$ cat src/inc/lacp_defines.svh
`ifndef LACP_DEFINES_SVH
`define LACP_DEFINES_SVH

// ****************************************
// isa port offsets from the emulation base
// ****************************************
`define LACP_OFS_RESET      4'h6
`define LACP_OFS_SYNSEL     4'h8
`define LACP_OFS_SYNDAT     4'h9
`define LACP_OFS_REPLY      4'hA
`define LACP_OFS_CMD        4'hC
`define LACP_OFS_AVAIL      4'hE

// ****************************************
// fixed synthesis addresses and defaults
// ****************************************
`define LACP_FIX_SYNSEL     16'h0388
`define LACP_FIX_SYNDAT     16'h0389
`define LACP_BASE_DEF       16'h0220
`define LACP_CTRL_RST       16'h0040
`define LACP_CTRL_ADDR_DEF  16'h0200
`define LACP_CTRL_EMU_BIT   6
`define LACP_FLAG_BIT       7
`define LACP_RESET_CMD      8'h01

// ****************************************
// dsp i/o port numbers
// ****************************************
`define LACP_DSP_SYN        2'h0
`define LACP_DSP_MBOX       2'h3

`endif

$ cat src/inc/lacp_pkg.sv
`default_nettype none
package lacp_pkg;

   // isa host bus request, one cycle per strobe
   typedef struct packed {
      logic        wr;
      logic        rd;
      logic [15:0] addr;
      logic [15:0] wdata;
      logic        byteHigh;
   } lacp_isa_t;

   // dsp i/o request, one cycle per strobe
   typedef struct packed {
      logic        wr;
      logic        rd;
      logic [1:0]  port;
      logic [15:0] wdata;
   } lacp_dsp_t;

   // whole block state
   typedef struct packed {
      logic [15:0] ctrl;
      logic [7:0]  synSel;
      logic [7:0]  synDat;
      logic [7:0]  synStat;
      logic [7:0]  reply;
      logic [7:0]  cmdBuf;
      logic        cmdFull;
      logic        dataAvail;
      logic        dspReset;
      logic        emuResetReq;
      logic        dspInt2;
      logic [15:0] isaRdata;
      logic [15:0] dspRdata;
   } lacp_state_t;

endpackage
`default_nettype wire

$ cat src/lacp_port.sv
`timescale 1ns/1ns
`default_nettype none
`include "lacp_defines.svh"
// Contract
// RULE_01 - reset loads control default, emulation mode
// RULE_02 - isa write updates control register
// RULE_03 - dsp system reset restores control bits 7..0
// RULE_04 - 16-bit ports, read high byte undefined
// RULE_05 - decode emulated ports at base offsets
// RULE_06 - reset port write of one starts reset
// RULE_07 - other value releases dsp, echoes inverted
// RULE_08 - synthesis ports also at 388/389
// RULE_09 - 8-bit synthesis data from high lane
// RULE_10 - select low, data high of port 0
// RULE_11 - synthesis data write raises interrupt 2
// RULE_12 - dsp port 0 low byte is status
// RULE_13 - reply register loaded by dsp port 3
// RULE_14 - port 3 write sets avail, read clears
// RULE_15 - command buffer host written, dsp read
// RULE_16 - command write sets full, interrupt 2
// RULE_17 - dsp port 3 read clears full flag
// RULE_18 - command read high byte undefined (zero)
// RULE_19 - host keeps control default in emulation; the code takes host control writes in every mode
// RULE_20 - interrupt 2 is one-cycle ored pulse
module lacp_port
   import lacp_pkg::*;
#(
   parameter logic [15:0] BASE_ADDR = `LACP_BASE_DEF,
   parameter logic [15:0] CTRL_ADDR = `LACP_CTRL_ADDR_DEF
) (
   // clock and reset
   input  wire logic        ref_clk,
   input  wire logic        srst,
   // isa host side, already in this clock domain
   input  wire lacp_isa_t   isaReq,
   output var  logic [15:0] isaRdata,
   // dsp side
   input  wire lacp_dsp_t   dspReq,
   input  wire logic        dspSysReset,
   output var  logic [15:0] dspRdata,
   output var  logic        dspInt2,
   output var  logic        dspReset,
   output var  logic        emuResetReq,
   output var  logic [15:0] ctrlReg
);

   // ****************************************
   // elaboration checks
   // ****************************************
   // base must leave the low nibble free for the port offsets
   if (BASE_ADDR[3:0] != 4'h0) begin : gBaseChk
      $error("BASE_ADDR must be 16-byte aligned");
   end
   // a control address inside the window would shadow a port
   if (CTRL_ADDR[15:4] == BASE_ADDR[15:4]) begin : gCtrlChk
      $error("CTRL_ADDR must lie outside the port window");
   end
   // nor may it alias one of the fixed synthesis addresses
   if (CTRL_ADDR == `LACP_FIX_SYNSEL
       || CTRL_ADDR == `LACP_FIX_SYNDAT) begin : gFixChk
      $error("CTRL_ADDR must not alias the synthesis pair");
   end
   // low control byte that the dsp system reset restores
   localparam logic [7:0] CTRL_RST_LOW = 8'(`LACP_CTRL_RST);

   // ****************************************
   // state
   // ****************************************
   lacp_state_t st_q;          // registered state
   lacp_state_t st_d;          // next state
   logic        inBase;        // address in the emulation window
   logic [3:0]  ofs;           // offset within the window
   logic        hitSel;        // register-select / status port
   logic        hitDat;        // synthesis data port
   logic [7:0]  wByte;         // low lane of host write
   logic [7:0]  datByte;       // synthesis data byte, lane chosen
   logic        synDatWr;      // host wrote synthesis data
   logic        cmdWr;         // host wrote command buffer
   logic        emuMode;       // emulation mode bit
   logic        hitReset;      // emulation reset port
   logic        hitReply;      // reply data port
   logic        hitCmd;        // command buffer / write status port
   logic        hitAvail;      // data-available status port
   logic        hitCtrl;       // control register address

   assign inBase  = (isaReq.addr[15:4] == BASE_ADDR[15:4]);
   assign ofs     = isaReq.addr[3:0];
   assign wByte   = isaReq.wdata[7:0];
   assign emuMode = st_q.ctrl[`LACP_CTRL_EMU_BIT];

   // one match each for the reset, reply, command and available ports plus the control address, shared with the checks below
   assign hitReset = inBase && ofs == `LACP_OFS_RESET;
   assign hitReply = inBase && ofs == `LACP_OFS_REPLY;
   assign hitCmd   = inBase && ofs == `LACP_OFS_CMD;
   assign hitAvail = inBase && ofs == `LACP_OFS_AVAIL;
   assign hitCtrl  = (isaReq.addr == CTRL_ADDR);

   // decode both the base window and the fixed synthesis pair
   assign hitSel = (inBase && ofs == `LACP_OFS_SYNSEL)          // RULE_05
                || (isaReq.addr == `LACP_FIX_SYNSEL);            // RULE_08
   assign hitDat = (inBase && ofs == `LACP_OFS_SYNDAT)          // RULE_05
                || (isaReq.addr == `LACP_FIX_SYNDAT);            // RULE_08

   // 8-bit cycles route the odd-port byte onto the upper lane
   assign datByte = isaReq.byteHigh ? isaReq.wdata[15:8]        // RULE_09
                                    : wByte;

   assign synDatWr = isaReq.wr && hitDat;
   assign cmdWr    = isaReq.wr && hitCmd;

   // ****************************************
   // next-state logic
   // ****************************************
   always_comb begin
      st_d          = st_q;
      st_d.dspInt2  = 1'b0;
      st_d.isaRdata = 16'h0000;
      st_d.dspRdata = 16'h0000;

      // host writes; control register first
      if (isaReq.wr && isaReq.addr == CTRL_ADDR) begin
         st_d.ctrl = isaReq.wdata;                               // RULE_02
      end else if (isaReq.wr && inBase && ofs == `LACP_OFS_RESET) begin
         if (wByte == `LACP_RESET_CMD) begin
            st_d.emuResetReq = 1'b1;                             // RULE_06
            st_d.dspReset    = 1'b1;
         end else begin
            st_d.emuResetReq = 1'b0;                             // RULE_07
            st_d.dspReset    = 1'b0;
            st_d.reply       = ~wByte;                           // RULE_07
         end
      end else if (isaReq.wr && hitSel && emuMode) begin
         st_d.synSel = wByte;                                    // RULE_10
      end else if (synDatWr && emuMode) begin
         st_d.synDat = datByte;                                  // RULE_10
      end else if (cmdWr) begin
         st_d.cmdBuf = wByte;                                    // RULE_15
      end

      // dsp system reset restores the low control byte
      if (dspSysReset) begin
         st_d.ctrl[7:0] = CTRL_RST_LOW;                          // RULE_03
      end

      // interrupt 2: one pulse for either host event
      st_d.dspInt2 = synDatWr || cmdWr;  // RULE_11 RULE_16 RULE_20

      // dsp writes
      if (dspReq.wr && dspReq.port == `LACP_DSP_SYN && emuMode) begin
         st_d.synStat = dspReq.wdata[7:0];                       // RULE_12
      end
      if (dspReq.wr && dspReq.port == `LACP_DSP_MBOX) begin
         st_d.reply = dspReq.wdata[7:0];                         // RULE_13
      end

      // dsp reads
      if (dspReq.rd && dspReq.port == `LACP_DSP_SYN) begin
         st_d.dspRdata = {st_q.synDat, st_q.synSel};             // RULE_10
      end else if (dspReq.rd && dspReq.port == `LACP_DSP_MBOX) begin
         // upper byte is don't-care; zero keeps it deterministic
         st_d.dspRdata = {8'h00, st_q.cmdBuf};  // RULE_15 RULE_18
      end

      // full flag: host set wins over a same-cycle dsp clear
      if (dspReq.rd && dspReq.port == `LACP_DSP_MBOX) begin
         st_d.cmdFull = 1'b0;                                    // RULE_17
      end
      if (cmdWr) begin
         st_d.cmdFull = 1'b1;                                    // RULE_16
      end

      // available flag: dsp set wins over a same-cycle host clear
      if (isaReq.rd && inBase && ofs == `LACP_OFS_REPLY) begin
         st_d.dataAvail = 1'b0;                                  // RULE_14
      end
      if (dspReq.wr && dspReq.port == `LACP_DSP_MBOX) begin
         st_d.dataAvail = 1'b1;                                  // RULE_14
      end

      // host reads; port upper byte undefined, driven as zero; control read is full width
      if (isaReq.rd && hitSel) begin
         st_d.isaRdata = {8'h00, st_q.synStat};  // RULE_04 RULE_12
      end else if (isaReq.rd && inBase && ofs == `LACP_OFS_REPLY) begin
         st_d.isaRdata = {8'h00, st_q.reply};                    // RULE_04
      end else if (isaReq.rd && inBase && ofs == `LACP_OFS_CMD) begin
         st_d.isaRdata = {8'h00, st_q.cmdFull, 7'h00};           // RULE_16
      end else if (isaReq.rd && inBase && ofs == `LACP_OFS_AVAIL) begin
         st_d.isaRdata = {8'h00, st_q.dataAvail, 7'h00};         // RULE_14
      end else if (isaReq.rd && isaReq.addr == CTRL_ADDR) begin
         st_d.isaRdata = st_q.ctrl;
      end

      // reset values
      if (srst) begin
         st_d             = '0;
         st_d.ctrl        = `LACP_CTRL_RST;                      // RULE_01
      end
   end

   // ****************************************
   // state register
   // ****************************************
   always_ff @(posedge ref_clk) begin
      st_q <= st_d;
   end

   assign isaRdata    = st_q.isaRdata;
   assign dspRdata    = st_q.dspRdata;
   assign dspInt2     = st_q.dspInt2;
   assign dspReset    = st_q.dspReset;
   assign emuResetReq = st_q.emuResetReq;
   assign ctrlReg     = st_q.ctrl;
endmodule
`default_nettype wire

$ cat config.mk
export PLATFORM = sky130hd
export DESIGN_NAME = lacp_port
export DESIGN_NICKNAME = d
export VERILOG_FILES = /design/src/inc/lacp_pkg.sv /design/src/lacp_port.sv
export VERILOG_INCLUDE_DIRS = /design/src /design/src/inc
export SDC_FILE = /design/constraint.sdc
export NUM_CORES = 1
export LEC_CHECK = 0
export ABC_AREA = 1
export BUFFER_PORTS_ARGS = -buffer_cell sky130_fd_sc_hd__buf_2
export CORE_AREA = 5 5 85 119
export CTS_CLUSTER_DIAMETER = 100
export DETAILED_ROUTE_END_ITERATION = 10
export DIE_AREA = 0 0 90 124
export PLACE_DENSITY = 0.84
export SLEW_MARGIN = 20
export SYNTH_ARGS = -nofsm -noshare
export SYNTH_HDL_FRONTEND = slang
export SYNTH_SLANG_ARGS = --single-unit
$ cat constraint.sdc
create_clock -name ref_clk -period 1.5 [get_ports ref_clk]
set_input_delay 0.375 -clock ref_clk [delete_from_list [all_inputs] [get_ports ref_clk]]
set_output_delay 0.375 -clock ref_clk [all_outputs]
set_load 0.03 [all_outputs]
==> results of run 1 <==
metal layers:
layer  routed length, um  GRT usage, %  vias to the layer above
met5                   0             0                        -
met4                 581          12.8                        0
met3                 733          4.59                       48
met2                5970          36.4                      168
met1                3960          18.7                     1793
li1                    -             -                     1964
worst max-delay path by stage:
| stage | start | end |
|---|---|---|
| CTS | isaReq[22] | ctrlReg[13] |
| detailed placement | isaReq[22] | isaRdata[12] |
| floorplan | isaReq[30] | st_q[61] |
| global placement | isaReq[30] | st_q[48] |
| finish | isaReq[25] | st_q[76] |
| global route | isaReq[26] | st_q[76] |
what timing repair did:
action                     4_1_cts  5_1_grt
cloned                           0        2
setup endpoints to repair        2       52
buffers inserted                 0        3
gates resized for setup          2       18
pin swaps                        0       16
where the power goes:
group	switching (mW)	internal (mW)
clock	0.910	1.50
combinational	0.222	0.160
sequential	0.0101	2.46
total	1.14	4.13
cell usage after synthesis:
cell type  instances  area share [%]
nor3_1             2            0.24
o32ai_1            1            0.21
nand3_1           44             5.3
nand2_2            7             1.1
buf_4             50             9.0
a31oi_1            1            0.15
a21oi_1           36             4.3
buf_1              2            0.18
a21oi_4            1            0.39
nand3b_4           1            0.48
nor2_4             1            0.27
dfxtp_1           92              44
nand4_1            8             1.2
o21ai_0           43             5.2
nor2_1            89             8.0
inv_1             71             6.4
nor3_2             1            0.24
o22ai_1            7             1.1
nor2_2             4            0.60
buf_6              2            0.54
nand2_1           99             8.9
clkbuf_1           8            0.72
nand2_4            1            0.27
buf_2              3            0.36
nand3_4            1            0.42
worst max-delay path: stages:
cell	delay [ns]
buf_2	0.12
nor2_2	0.10
nand2_2	0.09
nor2_4	0.18
nand2_4	0.10
a21oi_4	0.21
buf_12	0.13
nand3b_2	0.18
nor2_1	0.20
nor2_1	0.06
cell type report:
class	count	area, um^2	area share, %
inverter	71	279	5.40
sequential	92	1840	35.7
clock buffer	12	246	4.77
multi-input combinational	349	1680	32.5
tap	107	134	2.59
clock inverter	4	72.6	1.41
timing repair buffer	148	908	17.6
through the flow:
| step | power, mW | hold slack (ns) | setup TNS, ns | utilization, % | cells |
|---|---|---|---|---|---|
| 3_3_place_gp | 2.87 | 0.426 | -12.33 | 53.2 | 762 |
| 2_1_floorplan | 2.69 | 0.416 | -0.00277 | - | 575 |
| 4_1_cts | 5.27 | 0.287 | 0 | 56.9 | 778 |
| 3_5_place_dp | 2.88 | 0.426 | -16.77 | 53.2 | 762 |
| 5_1_grt | 5.44 | 0.312 | -0.322 | 58.2 | 783 |
| 6_report | 5.27 | 0.283 | -0.0201 | 58.2 | 783 |
flip-flops by register name, indices dropped and copies added (netlist names):
name / cells
st_q: 42
ctrlReg: 16
dspRdata: 16
isaRdata: 16
dspInt2: 1
dspReset: 1
cells by family after synthesis:
kind of cell / count (synthesis) / share of synthesized area (%)
compound gates: 89 / 11.3
buf+inv: 136 / 17.3
flops: 92 / 44.3
simple gates: 258 / 27.1
==> impl_metrics.env, run 1 <==
export IMPL_status="finished with violations"
export IMPL_failed_checks="setup timing"
export IMPL_gp_congestion=0.932
export IMPL_die_w_um=90
export IMPL_synth_nets=633
export IMPL_end_kind="register"
export IMPL_synth_seq_area_share_pct=44.3
export IMPL_h_tree_depth=3
export IMPL_clock_fmax_mhz=658
export IMPL_max_cap_violations=0
export IMPL_grt_max_degree=31
export IMPL_grt_usage_pct=19.3
export IMPL_min_delay_start="isaReq[5]"
export IMPL_cts_buffers=9
export IMPL_critPathArrivalTime_ns=1.76
export IMPL_grt_antenna_before_repair=0
export IMPL_cts_hold_buf=0
export IMPL_final_cell_mix="nand2_1, buf_2, dfxtp_1"
export IMPL_yosys_warnings=0
export IMPL_hp_class="input port to register"
export IMPL_portBuffers=100
export IMPL_fillers=774
export IMPL_fin_worst_skew_ns=0.00409
export IMPL_drive_gt1_share_pct=29.4
export IMPL_dpl_cell_area_mm2=0.00472
export IMPL_powerDensity_mw_per_mm2=1020
export IMPL_crit_fanout=8
export IMPL_maxSlewViolCount=0
export IMPL_drc=0
export IMPL_area_delta_synth_final_pct=24.3
export IMPL_hold_viol_final=0
export IMPL_reg2reg_to="st_q[76]"
export IMPL_core_area_mm2=0.00887
export IMPL_ios=109
export IMPL_cts_path_max_buffers=2
export IMPL_vdd_drop_max_uv=821
export IMPL_cp_start_kind="input port"
export IMPL_worst_slew_pin_slew_ns=0.418
export IMPL_cts_tree="built"
export IMPL_dp_slack_ns=-0.348
export IMPL_p_leak_nw=2.56
export IMPL_rows=41
export IMPL_clkTransAtPathRegs_ns=0.06
export IMPL_syn_area_mm2=0.00415
export IMPL_yosys_register_bits=92
export IMPL_n_antenna_cell=0
export IMPL_wl_per_cell_um=14.4
export IMPL_grt_pass1_wl_um=17300
export IMPL_antenna_left=0
export IMPL_post_route_cell_area_mm2=0.00516
export IMPL_clock_latency_ns=0.34
export IMPL_hpwlAfterDp_um=8330
export IMPL_via_per_inst=5.07
export IMPL_drt_iter0_drc=267
export IMPL_cts_sinks=92
export IMPL_drt_first_pass_iters=5
export IMPL_crit_type="input port to register"
export IMPL_root_buffer="clkbuf_16"
export IMPL_r2r_cells=4
export IMPL_rrSetupSlack_ns=0.16
export IMPL_start_util_pct=46.8
export IMPL_num_vias=3973
export IMPL_hold_depth=3
export IMPL_required_ns=1.74
export IMPL_min_to="st_q[73]"
export IMPL_avgSynthCellArea_um2=7.22
export IMPL_die_h_um=124
export IMPL_synth_distinct_cells=25
export IMPL_setup_violations=1
export IMPL_synthCells=575
export IMPL_wirelength_um=11200
export IMPL_finalCritPeriodShare_pct=101
export IMPL_overflow=0
export IMPL_fin_ws_ns=-0.0201
export IMPL_maxSlewHeadroom_pct=72.0
export IMPL_grt_pass1_vias=3890
export IMPL_period_minus_slack_ns=1.52
export IMPL_worstReg2RegStart="ctrlReg[6]"
export IMPL_fin_nets=729
export IMPL_die_area_mm2=0.0112
Note: power is estimated with default switching activity, not from simulation.
==> run 2, diff against run 1 <==
CELL_PAD_IN_SITES_DETAIL_PLACEMENT = 0   (was not set)
CELL_PAD_IN_SITES_GLOBAL_PLACEMENT = 2   (was not set)
CORE_AREA = 5 5 113 158   (was 5 5 85 119)
DIE_AREA = 0 0 118 163   (was 0 0 90 124)
==> run 2 against run 1 <==
Net effect:
- the run now ends clean
- register-to-register slack improved by 0.06 ns
- global-route usage fell by 6.9 points
- critical path depth fell by 9
- clock skew rose by 0.0010 ns
- sequential share of layout area fell by 0.75 points
- sequential cell count did not move
- sequential power barely moved
- cell count rose by 12%
- die area rose by 72%
- first-iteration DRC count fell by 21%
==> impl_metrics.env, run 2 (synthesis gave the netlist of run 1 again) <==
export IMPL_h_tree_depth=3
export IMPL_cts_tree="built"
export IMPL_p_leak_nw=2.55
export IMPL_fin_ws_ns=0.0726
export IMPL_grt_pass1_vias=3761
export IMPL_rrSetupSlack_ns=0.22
export IMPL_antenna_left=0
export IMPL_portBuffers=100
export IMPL_fin_nets=731
export IMPL_max_cap_violations=0
export IMPL_crit_type="register to output pin"
export IMPL_r2r_cells=4
export IMPL_fin_worst_skew_ns=0.00512
export IMPL_hpwlAfterDp_um=9700
export IMPL_grt_antenna_before_repair=0
export IMPL_cp_slowest_stage_delay_ns=0.45
export IMPL_num_vias=3724
export IMPL_cp_cell_sequence="buf_2"
export IMPL_cts_sinks=92
export IMPL_cp_start_kind="register"
export IMPL_n_antenna_cell=0
export IMPL_hp_class="input port to register"
export IMPL_drt_iter0_drc=212
export IMPL_min_to="st_q[74]"
export IMPL_maxSlewViolCount=0
export IMPL_wl_per_cell_um=14.0
export IMPL_die_h_um=163
export IMPL_cts_hold_buf=0
export IMPL_cpLargestDelayFamily="flip-flops"
export IMPL_required_ns=1.12
export IMPL_area_delta_synth_final_pct=27.0
export IMPL_drt_first_pass_iters=6
export IMPL_fillers=1837
export IMPL_hold_depth=3
export IMPL_period_minus_slack_ns=1.43
export IMPL_ios=109
export IMPL_status="completed"
export IMPL_final_common_cell="buf_2"
export IMPL_drive_gt1_share_pct=29.5
export IMPL_die_w_um=118
export IMPL_wirelength_um=12300
export IMPL_worst_slew_pin_slew_ns=0.293
export IMPL_fin_setup_tns_ns=0
export IMPL_root_buffer="clkbuf_16"
export IMPL_cts_buffers=9
export IMPL_grt_max_degree=38
export IMPL_core_area_mm2=0.0164
export IMPL_min_delay_start="isaReq[6]"
export IMPL_overflow=0
export IMPL_setup_violations=0
export IMPL_drc=0
export IMPL_final_cell_mix="buf_2, nand2_1, dfxtp_1"
export IMPL_clock_latency_ns=0.34
export IMPL_finalCritPeriodShare_pct=95.2
export IMPL_vdd_drop_max_uv=534
export IMPL_maxSlewHeadroom_pct=80.3
export IMPL_gp_congestion=0.835
export IMPL_critPathArrivalTime_ns=1.05
export IMPL_end_kind="output pin"
export IMPL_worstSetupStartpoint="ctrlReg[6]"
export IMPL_cpMaxStageDelayCell="dfxtp_2"
export IMPL_worstReg2RegStart="ctrlReg[6]"
export IMPL_cts_path_max_buffers=2
export IMPL_hold_viol_final=0
export IMPL_die_area_mm2=0.0192
export IMPL_grt_pass1_wl_um=19000
export IMPL_reg2reg_to="st_q[76]"
export IMPL_cp_num_buf_inv=1
export IMPL_grt_usage_pct=12.4
export IMPL_crit_fanout=7
export IMPL_rows=56
export IMPL_clkTransAtPathRegs_ns=0.07
export IMPL_largest_register_ffs=42
export IMPL_top_register="st_q"
export IMPL_clock_fmax_mhz=701
export IMPL_powerDensity_mw_per_mm2=999
export IMPL_via_per_inst=4.23
export IMPL_start_util_pct=25.3
export IMPL_dp_slack_ns=-0.345
==> run 2: through the flow <==
step | hold slack [ns] | power, mW | std cells | util [%] | area [um^2]
3_3_place_gp | 0.429 | 2.89 | 858 | 29.7 | 4870
5_1_grt | 0.299 | 5.45 | 880 | 32.2 | 5270
3_5_place_dp | 0.427 | 2.90 | 858 | 29.7 | 4870
6_report | 0.288 | 5.27 | 880 | 32.2 | 5270
4_1_cts | 0.279 | 5.33 | 873 | 31.6 | 5180
2_1_floorplan | 0.416 | 2.69 | 575 | - | 4200
==> run 2: worst max path at each step <==
stage | depth (start not counted) | endpoint
2_1_floorplan | 9 | st_q[61]
3_3_place_gp | 9 | st_q[73]
3_5_place_dp | 10 | ctrlReg[3]
4_1_cts | 10 | ctrlReg[3]
5_1_grt | 10 | st_q[70]
6_report | 1 | ctrlReg[6]
==> run 2: power by group <==
group	internal, mW	total (mW)	switching [mW]	leakage, nW
Sequential	2.46	2.47	0.0103	0.742
Clock	1.46	2.42	0.964	0.156
Combinational	0.154	0.375	0.221	1.66
==> run 2: per-layer routing <==
metal	up-vias	GRT usage [%]	routed length, um
li1	1963	-	-
met1	1670	12.2	4620
met2	73	24.5	6870
met3	18	3.16	528
met4	0	5.11	301
met5	-	0	0
==> run 2: layout make-up <==
cell class                 count  area (um^2)  area share [%]
clock inverter                 6         87.6            1.66
tap                          203          254            4.82
timing repair buffer         150          917            17.4
clock buffer                   9          225            4.27
multi-input combinational    349         1660            31.6
inverter                      71          283            5.36
sequential                    92         1840            34.9
==> run 2: timing repair <==
action / 4_1_cts / 5_1_grt
gates resized for setup: 1 / 9
endpoints found under the hold margin: 0 / 0
gates cloned: 0 / 2
setup buffers: 0 / 5
pin swaps: 0 / 4
endpoints found under the setup margin: 1 / 46
==> run 3, diff against run 2 <==
ABC_AREA = not set   (was 1)
CORE_AREA = 5 5 105 147   (was 5 5 113 158)
DIE_AREA = 0 0 110 152   (was 0 0 118 163)
==> run 3 against run 2 <==
Net effect:
- critical path type is now input port to register
- die area decreased by 13%
- critical endpoint is now isaRdata[7]
- highest routed layer unchanged
- clock skew shrank 0.0013 ns
- sequential share of layout area shrank 0.11 points
- fmax fell by 29%
- cell area rose by 0.26%
- via count shrank 14%
- worst hold slack lost 0.0048 ns
- area after synthesis decreased by 8.0%
- clock power shrank 7%
- first-iteration DRC count down 34%
- the run now ends with setup timing left
- count of clock-buffer cells in the layout grew 1
- global-route usage is 1.4 points higher
==> impl_metrics.env, run 3 <==
export IMPL_status="finished with violations"
export IMPL_failed_checks="setup timing"
export IMPL_synth_nets=461
export IMPL_required_ns=1.77
export IMPL_gr_usage_met3_pct=3.06
export IMPL_n_antenna_cell=0
export IMPL_min_delay_start="srst"
export IMPL_grt_busiest_layer="met2"
export IMPL_rrSetupSlack_ns=0.14
export IMPL_clkTransAtPathRegs_ns=0.06
export IMPL_fin_worst_skew_ns=0.00381
export IMPL_cp_slowest_stage_delay_ns=0.55
export IMPL_final_cells=706
export IMPL_cp_num_buf_inv=1
export IMPL_crit_type="input port to register"
export IMPL_overflow=0
export IMPL_synth_edf_count=0
export IMPL_wl_per_cell_um=16.1
export IMPL_hold_depth=2
export IMPL_die_w_um=110
export IMPL_die_area_mm2=0.0167
export IMPL_clock_fmax_mhz=494
export IMPL_period_minus_slack_ns=2.02
export IMPL_totalPowerFinal_mw=5.12
export IMPL_cpLargestDelayFamily="simple AND/OR/NAND/NOR gates"
export IMPL_ios=109
export IMPL_postLayoutCoreUtil_pct=37.5
export IMPL_reg2reg_to="st_q[75]"
export IMPL_place_inst=676
export IMPL_cpMaxStageDelayCell="or4_4"
export IMPL_grt_pass1_vias=3350
export IMPL_hp_class="input port to register"
export IMPL_drc=0
export IMPL_yosysTopAreaCell="dfxtp_1"
export IMPL_ys_async_sr_fraction_pct=0
export IMPL_powerDensity_mw_per_mm2=967
export IMPL_worstReg2RegStart="ctrlReg[6]"
export IMPL_min_to="st_q[35]"
export IMPL_maxSlewHeadroom_pct=57.0
export IMPL_cp_cell_sequence="buf_6 > or4_4 > or4b_4 > or3_1 > a221o_1 > a21oi_2"
export IMPL_final_common_cell="buf_2"
export IMPL_core_area_mm2=0.0141
export IMPL_cts_buffers=9
export IMPL_grt_use_met2_pct=24.4
export IMPL_grt_usage_pct=13.8
export IMPL_clock_latency_ns=0.33
export IMPL_fin_nets=570
export IMPL_synth_xor_area_share_pct=0
export IMPL_via_per_inst=4.54
export IMPL_synth_ff_type="dfxtp_1"
export IMPL_crit_fanout=2
export IMPL_die_h_um=152
export IMPL_drt_iter0_drc=139
export IMPL_drive_gt1_share_pct=44.7
export IMPL_top_register="st_q"
export IMPL_avgSynthCellArea_um2=9.49
export IMPL_grt_max_degree=27
export IMPL_synthTopCellsByArea="dfxtp_1, buf_4, mux2i_1, nor2_1, nand2_1"
export IMPL_portBuffers=100
export IMPL_grt_antenna_before_repair=0
export IMPL_root_buffer="clkbuf_16"
export IMPL_cts_sinks=92
export IMPL_synth_most_common_cell="dfxtp_1"
export IMPL_cts_hold_buf=0
export IMPL_synth_top_area_share_pct=48.2
export IMPL_num_vias=3207
export IMPL_final_cell_mix="buf_2, dfxtp_1, nor2_1"
export IMPL_r2r_cells=4
export IMPL_gp_congestion=0.834
export IMPL_syn_area_mm2=0.00382
export IMPL_drt_first_pass_iters=6
export IMPL_p_leak_nw=2.23
export IMPL_hpwlAfterDp_um=8460
export IMPL_dp_slack_ns=-0.958
export IMPL_wirelength_um=11400
export IMPL_start_util_pct=27.1
export IMPL_rsz0062_at_grt="yes"
export IMPL_cts_tree="built"
export IMPL_grt_pass1_wl_um=17800
export IMPL_synthCells=403
export IMPL_vdd_drop_max_uv=521
export IMPL_synth_seq_area_share_pct=48.2
export IMPL_worst_slew_pin_slew_ns=0.643
export IMPL_cts_path_max_buffers=2
export IMPL_largest_register_ffs=42
export IMPL_synth_common_cells="dfxtp_1, nor2_1, buf_4, nand2_1, mux2i_1"
export IMPL_fin_ws_ns=-0.523
export IMPL_maxSlewViolCount=0
export IMPL_synth_distinct_cells=42
export IMPL_hold_viol_final=0
export IMPL_grtUsageMet1_pct=16.2
export IMPL_max_cap_violations=0
export IMPL_antenna_left=0
export IMPL_yosys_register_bits=92
export IMPL_rows=52
export IMPL_area_delta_synth_final_pct=38.3
export IMPL_synth_mux_area_share_pct=11.0
export IMPL_synth_top_family_by_area="simple AND/OR/NAND/NOR gates"
export IMPL_synth_compound_area_share_pct=10.1
export IMPL_finalCritPeriodShare_pct=135
export IMPL_yosys_warnings=0
export IMPL_setup_violations=52
export IMPL_synth_fa_ha_area_share_pct=0
export IMPL_critPathArrivalTime_ns=2.30
export IMPL_end_kind="register"
export IMPL_worstSetupStartpoint="isaReq[17]"
export IMPL_cp_start_kind="input port"
export IMPL_h_tree_depth=3
export IMPL_synth_simple_area_share_pct=19.2
[run 3: cell count changes in the layout (fill, tap and decap cells not counted), sizes merged, moves of 8 or more]
cell,delta
o21ai,-33
mux2,+8
nand2,-70
a22oi,+8
and2,+17
mux2i,+33
inv,-69
nand3,-41
buf,+12
nor2,-42
a21oi,-18
[run 3: report_power, final]
group	leakage, nW	switching [mW]	internal, mW
Clock	0.153	0.926	1.34
Combinational	1.33	0.198	0.189
Sequential	0.742	0.00923	2.46
Total	2.23	1.13	3.98
[run 3: per-layer routing]
layer	part of all wire (%)	routed length, um	up-vias
met2	53	5970	84
met1	41	4660	1536
met3	4.5	507	15
met5	0	0	-
met4	1.9	212	0
li1	-	-	1572
[run 3: through the flow]
| stage | hold WS (ns) | setup TNS, ns | area, um^2 |
|---|---|---|---|
| after global routing | 0.286 | -21.60 | 5290 |
| after global placement | 0.440 | -43.58 | 4570 |
| after detailed placement | 0.444 | -44.61 | 4570 |
| after CTS | 0.273 | -18.31 | 5060 |
| final | 0.283 | -18.09 | 5290 |
| after floorplan | 0.430 | -26.87 | 3900 |
[run 3: final cells by class]
type,instances,area (um^2)
fill,1428,8830
inverter,2,7.51
tap,189,236
clock inverter,6,62.6
multi-input combinational,245,1790
timing repair buffer,162,1110
clock buffer,10,239
sequential,92,1840
[run 3: how the worst max path moves through the flow]
stage	end	slack (ns)	depth (start not counted)
2_1_floorplan	isaRdata[7]	-0.79	5
3_3_place_gp	isaRdata[7]	-0.92	6
3_5_place_dp	isaRdata[7]	-0.96	6
4_1_cts	isaRdata[7]	-0.55	6
5_1_grt	isaRdata[7]	-0.57	6
6_report	isaRdata[7]	-0.52	6
[run 3: timing repair]
item / in CTS / in global routing
resized for setup: 37 / 45
setup buffers: 7 / 10
endpoints found under the setup margin: 58 / 66
gates cloned: 0 / 1
pin swaps: 34 / 35
[run 3: logic make-up (layout without fill, tap and decap cells)]
logic type,count (synthesis),after routing
AOI/OAI and AO/OA,57,57
buffers and inverters,66,180
DFF,92,92
muxes,41,41
and+or+nand+nor,147,147
